==> src/dtc_pkg.sv <==
// Purpose: shared constants and state types for the dual timer control registers
// Assumes: APB slave with 32-bit data; each register sits in one aligned word
// Notes: register indices are word numbers; byte address is four times the index
package dtc_pkg;

  // apb geometry
  localparam int          ADDR_W         = 18;
  localparam int          IDX_W          = 16;
  localparam int          DATA_W         = 32;

  // register indices (byte address = index * 4)
  localparam logic [15:0] T0_CTRL_IDX    = 16'hff30;
  localparam logic [15:0] T1_CTRL_IDX    = 16'hff31;
  localparam logic [15:0] T0_RLD_LO_IDX  = 16'hff32;

  // control register field positions
  localparam int          CTL_EXT_CLK    = 0;
  localparam int          CTL_LOAD_NOW   = 1;
  localparam int          CTL_RUN        = 2;
  localparam int          CTL_CLK_OUT    = 3;

  // reset values
  localparam logic [7:0]  RLD_RESET      = 8'hff;
  localparam logic        CTL_BIT_RESET  = 1'b0;
  localparam logic [31:0] RDATA_RESET    = 32'h0000_0000;

  // per-timer control state
  typedef struct packed {
    logic clk_out_en;
    logic run;
    logic ext_clk_sel;
    logic load_now;
  } dtc_tmr_t;

  // bus slave and reload state
  typedef struct packed {
    logic        pready;
    logic        pslverr;
    logic [31:0] prdata;
    logic [7:0]  reload;
  } dtc_bus_t;

endpackage

==> src/dtc_regs.sv <==
// Purpose: apb register block for two programmable timers and timer 0 low reload byte
// Assumes: single clock pclk; apb master holds the request until pready is seen
// Notes: every access has one wait state; unmapped or unaligned access returns pslverr
//
// Local design decision: the APB slave port.
`timescale 1ns/1ps
// Notes on behaviour
// each timer has a read/write clock output enable bit, reset to 0.
// each timer has a read/write run bit; 1 counts, 0 halts; reset 0.
// each timer has an input clock select bit; 1 external, 0 internal; reset 0.
// timer 0 low reload byte is read/write, resets to all ones, bit 7 msb.
// writing 1 to preset loads the counter; 0 does nothing; reads as 0.
module dtc_regs (
  // clock and reset
  input  wire logic                        pclk,
  input  wire logic                        presetn,
  // apb slave
  input  wire logic                        psel,
  input  wire logic                        penable,
  input  wire logic                        pwrite,
  input  wire logic [dtc_pkg::ADDR_W-1:0]  paddr,
  input  wire logic [dtc_pkg::DATA_W-1:0]  pwdata,
  input  wire logic [3:0]                  pstrb,
  output      logic [dtc_pkg::DATA_W-1:0]  prdata,
  output      logic                        pready,
  output      logic                        pslverr,
  // timer 0 controls
  output      logic                        t0_clk_out_en,
  output      logic                        t0_run,
  output      logic                        t0_ext_clk_sel,
  output      logic                        t0_load_now,
  output      logic [7:0]                  t0_reload_low,
  // timer 1 controls
  output      logic                        t1_clk_out_en,
  output      logic                        t1_run,
  output      logic                        t1_ext_clk_sel,
  output      logic                        t1_load_now
);

  dtc_pkg::dtc_bus_t            st_reg;
  dtc_pkg::dtc_bus_t            st_next;

  logic [dtc_pkg::IDX_W-1:0]    idx;
  logic                         aligned;
  logic                         rd_req;
  logic [1:0]                   hit_ctl;
  logic                         hit_rld;
  logic                         hit_any;
  logic                         done;
  logic                         wr_lo;
  logic [1:0]                   wr_ctl;
  logic [1:0]                   clk_out_v;
  logic [1:0]                   run_v;
  logic [1:0]                   ext_v;
  logic [1:0]                   load_v;
  logic [7:0]                   ctl_rd [2];
  logic [7:0]                   rd_byte;

  // address decode
  assign idx        = paddr[dtc_pkg::ADDR_W-1:2];
  assign aligned    = (paddr[1:0] == 2'b00);
  assign hit_ctl[0] = aligned && (idx == dtc_pkg::T0_CTRL_IDX);
  assign hit_ctl[1] = aligned && (idx == dtc_pkg::T1_CTRL_IDX);
  assign hit_rld    = aligned && (idx == dtc_pkg::T0_RLD_LO_IDX);
  assign hit_any    = hit_ctl[0] || hit_ctl[1] || hit_rld;
  assign rd_req     = psel && penable && !st_reg.pready && !pwrite;

  // completing edge of an access: pready already high
  assign done  = psel && penable && st_reg.pready;
  assign wr_lo = done && pwrite && pstrb[0] && hit_any;

  // per-timer control registers
  genvar gi;
  generate
    for (gi = 0; gi < 2; gi++) begin : g_tmr
      assign wr_ctl[gi] = wr_lo && hit_ctl[gi];
      dtc_timer_ctrl u_ctrl (
        .pclk        (pclk),
        .presetn     (presetn),
        .wr_en       (wr_ctl[gi]),
        .wdata       (pwdata[7:0]),
        .clk_out_en  (clk_out_v[gi]),
        .run         (run_v[gi]),
        .ext_clk_sel (ext_v[gi]),
        .load_now    (load_v[gi]),
        .rdata       (ctl_rd[gi])
      );
    end
  endgenerate

  // readback mux
  always_comb begin
    rd_byte = 8'h00;
    if (hit_ctl[0]) begin
      rd_byte = ctl_rd[0];
    end else if (hit_ctl[1]) begin
      rd_byte = ctl_rd[1];
    end else if (hit_rld) begin
      rd_byte = st_reg.reload;
    end
  end

  // bus sequencing and reload byte
  always_comb begin
    st_next = st_reg;
    if (psel && penable && !st_reg.pready) begin
      st_next.pready  = 1'b1;
      st_next.pslverr = !hit_any;
      st_next.prdata  = {24'h00_0000, rd_byte};
    end else if (st_reg.pready) begin
      st_next.pready  = 1'b0;
      st_next.pslverr = 1'b0;
      st_next.prdata  = dtc_pkg::RDATA_RESET;
    end
    if (wr_lo && hit_rld) begin
      st_next.reload = pwdata[7:0];
    end
  end

  always_ff @(posedge pclk or negedge presetn) begin
    if (!presetn) begin
      st_reg.pready  <= 1'b0;
      st_reg.pslverr <= 1'b0;
      st_reg.prdata  <= dtc_pkg::RDATA_RESET;
      st_reg.reload  <= dtc_pkg::RLD_RESET;
    end else begin
      st_reg <= st_next;
    end
  end

  // outputs
  assign prdata         = st_reg.prdata;
  assign pready         = st_reg.pready;
  assign pslverr        = st_reg.pslverr;
  assign t0_reload_low  = st_reg.reload;
  assign t0_clk_out_en  = clk_out_v[0];
  assign t0_run         = run_v[0];
  assign t0_ext_clk_sel = ext_v[0];
  assign t0_load_now    = load_v[0];
  assign t1_clk_out_en  = clk_out_v[1];
  assign t1_run         = run_v[1];
  assign t1_ext_clk_sel = ext_v[1];
  assign t1_load_now    = load_v[1];
endmodule

==> src/dtc_timer_ctrl.sv <==
// Purpose: control bits of one programmable timer
// Assumes: wr_en is a one-cycle strobe at the completing bus edge
// Notes: load_now is a one-cycle pulse; it never reads back as set
`timescale 1ns/1ps
module dtc_timer_ctrl (
  // clock and reset
  input  wire logic       pclk,
  input  wire logic       presetn,
  // register write
  input  wire logic       wr_en,
  input  wire logic [7:0] wdata,
  // timer controls
  output      logic       clk_out_en,
  output      logic       run,
  output      logic       ext_clk_sel,
  output      logic       load_now,
  // readback
  output      logic [7:0] rdata
);

  dtc_pkg::dtc_tmr_t st_reg;
  dtc_pkg::dtc_tmr_t st_next;

  always_comb begin
    st_next          = st_reg;
    st_next.load_now = 1'b0;
    if (wr_en) begin
      st_next.clk_out_en  = wdata[dtc_pkg::CTL_CLK_OUT];
      st_next.run         = wdata[dtc_pkg::CTL_RUN];
      st_next.ext_clk_sel = wdata[dtc_pkg::CTL_EXT_CLK];
      st_next.load_now    = wdata[dtc_pkg::CTL_LOAD_NOW];
    end
  end

  always_ff @(posedge pclk or negedge presetn) begin
    if (!presetn) begin
      st_reg.clk_out_en  <= dtc_pkg::CTL_BIT_RESET;
      st_reg.run         <= dtc_pkg::CTL_BIT_RESET;
      st_reg.ext_clk_sel <= dtc_pkg::CTL_BIT_RESET;
      st_reg.load_now    <= 1'b0;
    end else begin
      st_reg <= st_next;
    end
  end

  assign clk_out_en  = st_reg.clk_out_en;
  assign run         = st_reg.run;
  assign ext_clk_sel = st_reg.ext_clk_sel;
  assign load_now    = st_reg.load_now;

  // preset bit and unused upper bits read as zero
  always_comb begin
    rdata                        = 8'h00;
    rdata[dtc_pkg::CTL_CLK_OUT]  = st_reg.clk_out_en;
    rdata[dtc_pkg::CTL_RUN]      = st_reg.run;
    rdata[dtc_pkg::CTL_EXT_CLK]  = st_reg.ext_clk_sel;
    rdata[dtc_pkg::CTL_LOAD_NOW] = 1'b0;
  end

endmodule

==> config.mk <==
export PLATFORM = sky130hd
export DESIGN_NAME = dtc_regs
export DESIGN_NICKNAME = d
export VERILOG_FILES = /design/src/dtc_pkg.sv /design/src/dtc_regs.sv /design/src/dtc_timer_ctrl.sv
export SDC_FILE = /design/constraint.sdc
export NUM_CORES = 1
export LEC_CHECK = 0
export BUFFER_PORTS_ARGS = -buffer_cell sky130_fd_sc_hd__buf_2
export CAP_MARGIN = 20
export CORE_MARGIN = 10
export CORE_UTILIZATION = 30
export CTS_BUF_LIST = sky130_fd_sc_hd__clkbuf_4 sky130_fd_sc_hd__clkbuf_8
export DETAILED_ROUTE_END_ITERATION = 8
export PLACE_DENSITY = 0.67
export SLEW_MARGIN = 15
export SYNTH_ARGS = -nofsm -noshare
export SYNTH_HDL_FRONTEND = slang
export SYNTH_SLANG_ARGS = --single-unit
==> constraint.sdc <==
create_clock -name pclk -period 1.7 [get_ports pclk]
set_input_delay 0.34 -clock pclk [delete_from_list [all_inputs] [get_ports pclk]]
set_output_delay 0.34 -clock pclk [all_outputs]
set_load 0.01 [all_outputs]
==> impl_metrics.json <==
{
  "syn_area_per_cell_um2": 11.63,
  "die_y_um": 86.77,
  "synth.distinct_cells": 25,
  "numClockSinks": 26,
  "synthTopCellsByArea": "dfrtp_1 34%, dfstp_2 16%, buf_4 13%",
  "h-tree-depth": 1,
  "dieArea_um2": 7529,
  "n_antenna_cell": 0,
  "drive_gt1_share_pct": 53.85,
  "first_pass_iters": 4,
  "drv_cap": 0,
  "port_buffers": 57,
  "yosys.cell_count.top_type": "buf_4",
  "grt_pass1_vias": 1050,
  "power_density_nw_per_um2": 664.2,
  "rows": 24,
  "max_clock_freq_mhz": 626.3,
  "synthCells": 115,
  "outcome": "finished, final reports clean",
  "postPlaceCellArea_um2": 1655,
  "viasPerCell": 4.346,
  "drcViolationCount": 0,
  "place_ws_ns": -0.2280,
  "place_congestion": 0.7773,
  "track_usage_pct": 8.965,
  "postCtsHoldBufs": 0,
  "period_share_pct": 93.92,
  "wl_met3_um": 331,
  "path_buf_inv": 1,
  "period_needed_ns": 1.597,
  "drt_iter0_drc": 46,
  "maxSlewViolCount": 0,
  "num_io_pins": 109,
  "cp_cell_sequence": "nand3_1 > or2_1 > nor4_4 > buf_4 > mux2_2",
  "wirelength_met1_um": 1336,
  "slowest_delay_ns": 0.36,
  "antenna_found_initial": 0,
  "synth_ff_type": "dfrtp_1",
  "synth_edf_count": 0,
  "start_kind": "flop",
  "r2r_start": "pready",
  "grt_overflow": 0,
  "vias": 1017,
  "finalInstanceArea_um2": 1719,
  "clkTransAtPathRegs_ns": 0.09,
  "path_class": "reg2reg",
  "path_max_fanout": 5,
  "arrival_ns": 1.80,
  "ys_seq_area_share_pct": 49.39,
  "syn2layout_area_growth_pct": 28.53,
  "hold_path.class": "in2async",
  "grt_first_pass_wirelength_um": 5402,
  "cp_slowest_cell": "dfrtp_1",
  "p_leak_nw": 0.9249,
  "grt_start_max_net_pins": 27,
  "timing.reg2reg.setup_slack_ns": 0.10,
  "netlist_area_um2": 1338,
  "r2r_end": "t0_reload_low[3]",
  "fp.dieW_um": 86.77,
  "avgRoutedWirePerCell_um": 14.88,
  "cts_buffer_depth": 2,
  "rr_worst_depth": 5,
  "power_mw": 1.142,
  "routed.top_layer": "met4",
  "hpwl_um": 2971,
  "worst_path_dominant_cell_family": "simple AND/OR/NAND/NOR gates",
  "wl_met2_um": 1800,
  "core_area_um2": 4324,
  "drt_wl_total_um": 3481,
  "cts_buffers": 3,
  "finalClockSkew_ns": 0.002767,
  "synth_top_area_share_pct": 33.68,
  "critPathCaptureType": "flop",
  "yosysWarnings": 0,
  "ant_nets": 0,
  "cp.required_ns": 1.90,
  "finalHoldViolCount": 0,
  "synthTopCellsByCount": "24 x buf_4, 18 x dfrtp_1, 14 x mux2_2, 8 x dfstp_2, 6 x nand2_1",
  "ir_worst_vdd_uv": 382.9,
  "fillers": 453,
  "ys_seq_elements": 26,
  "finalSetupViolCount": 0,
  "nets": 242,
  "ys_async_sr_fraction_pct": 100.0,
  "synth_top_area_cell": "dfrtp_1",
  "start_util_pct": 30.93,
  "cts_tree": "done",
  "tightestPinTransition_ns": 0.5660,
  "clk_root_buffer_cell": "clkbuf_8",
  "worst_slack_ns": 0.1033,
  "rsz0062_at_grt": "false",
  "clk_latency_ns": 0.27,
  "slew_headroom_pct": 62.26
}
metrics by stage:
step           instances  TNS [ns]  hold slack, ns  utilization, %
4_1_cts              234         0         0.07507           39.55
3_3_place_gp         230    -2.029          0.3693           38.28
3_5_place_dp         230    -2.445          0.3768           38.28
5_1_grt              234         0         0.08632           39.76
6_report             234         0         0.05690           39.76
2_1_floorplan        138   -0.1066         0.04441               -
registers in the layout, summed over array words and instances (netlist names):
name / cells
pready: 1
pslverr: 1
g_tmr.u_ctrl.ext_clk_sel: 2
g_tmr.u_ctrl.clk_out_en: 2
g_tmr.u_ctrl.load_now: 2
prdata: 8
t0_reload_low: 8
g_tmr.u_ctrl.run: 2
cells by family after synthesis:
family          share of synthesized area, %
flops                                  49.39
mux                                    14.03
buf+inv                                15.06
other cells                           0.2804
simple gates                           14.41
compound gates                         6.828
worst max path at each step:
stage	slack, ns	to	cells after the start	startpoint
2_1_floorplan	-0.01	t0_reload_low[0]	5	pready
3_3_place_gp	-0.20	t0_reload_low[0]	6	paddr[1]
3_5_place_dp	-0.23	t0_reload_low[3]	6	paddr[1]
4_1_cts	0.06	t0_reload_low[3]	6	paddr[1]
5_1_grt	0.01	g_tmr[1].u_ctrl.clk_out_en	5	pready
6_report	0.10	t0_reload_low[3]	5	pready
what timing repair did:
item,in CTS,in global routing
setup endpoints to repair,0,8
setup buffers,0,0
resized for setup,0,1
final cells by class:
cell class / count / area, um2 / area share (%)
multi-input cells: 83 / 570.5 / 33.19
well taps: 52 / 65.06 / 3.785
flip-flops and latches: 26 / 660.6 / 38.43
clock buffers: 4 / 55.05 / 3.202
inverters: 2 / 7.507 / 0.4367
repair buffers: 67 / 360.3 / 20.96
layout by cell type (no fill, tap or decap), types with 3 or more instances in the layout:
| master | Yosys | final |
|---|---|---|
| buf_4 | 24 | 10 |
| nand2_1 | 6 | 6 |
| clkbuf_8 | 0 | 4 |
| nand4_1 | 3 | 3 |
| conb_1 | 1 | 24 |
| dfrtp_1 | 18 | 18 |
| a22o_1 | 5 | 5 |
| a21oi_1 | 5 | 5 |
| nor2_1 | 5 | 5 |
| mux2i_1 | 3 | 3 |
| buf_2 | 2 | 57 |
| o21ai_0 | 3 | 3 |
| mux2_2 | 14 | 14 |
| dfstp_2 | 8 | 8 |
power by group:
group	switching, mW	internal [mW]	leakage, nW
combinational	0.0793	0.0441	0.565
sequential	0.00178	0.623	0.331
clock	0.187	0.207	0.0288
metal layers:
| metal | vias to the layer above | GRT usage, % |
|---|---|---|
| met5 | - | 0 |
| met4 | 0 | 3.093 |
| met3 | 2 | 2.814 |
| met2 | 39 | 14.97 |
| met1 | 476 | 10.55 |
| li1 | 500 | - |
(Power assumes the default switching activity.)
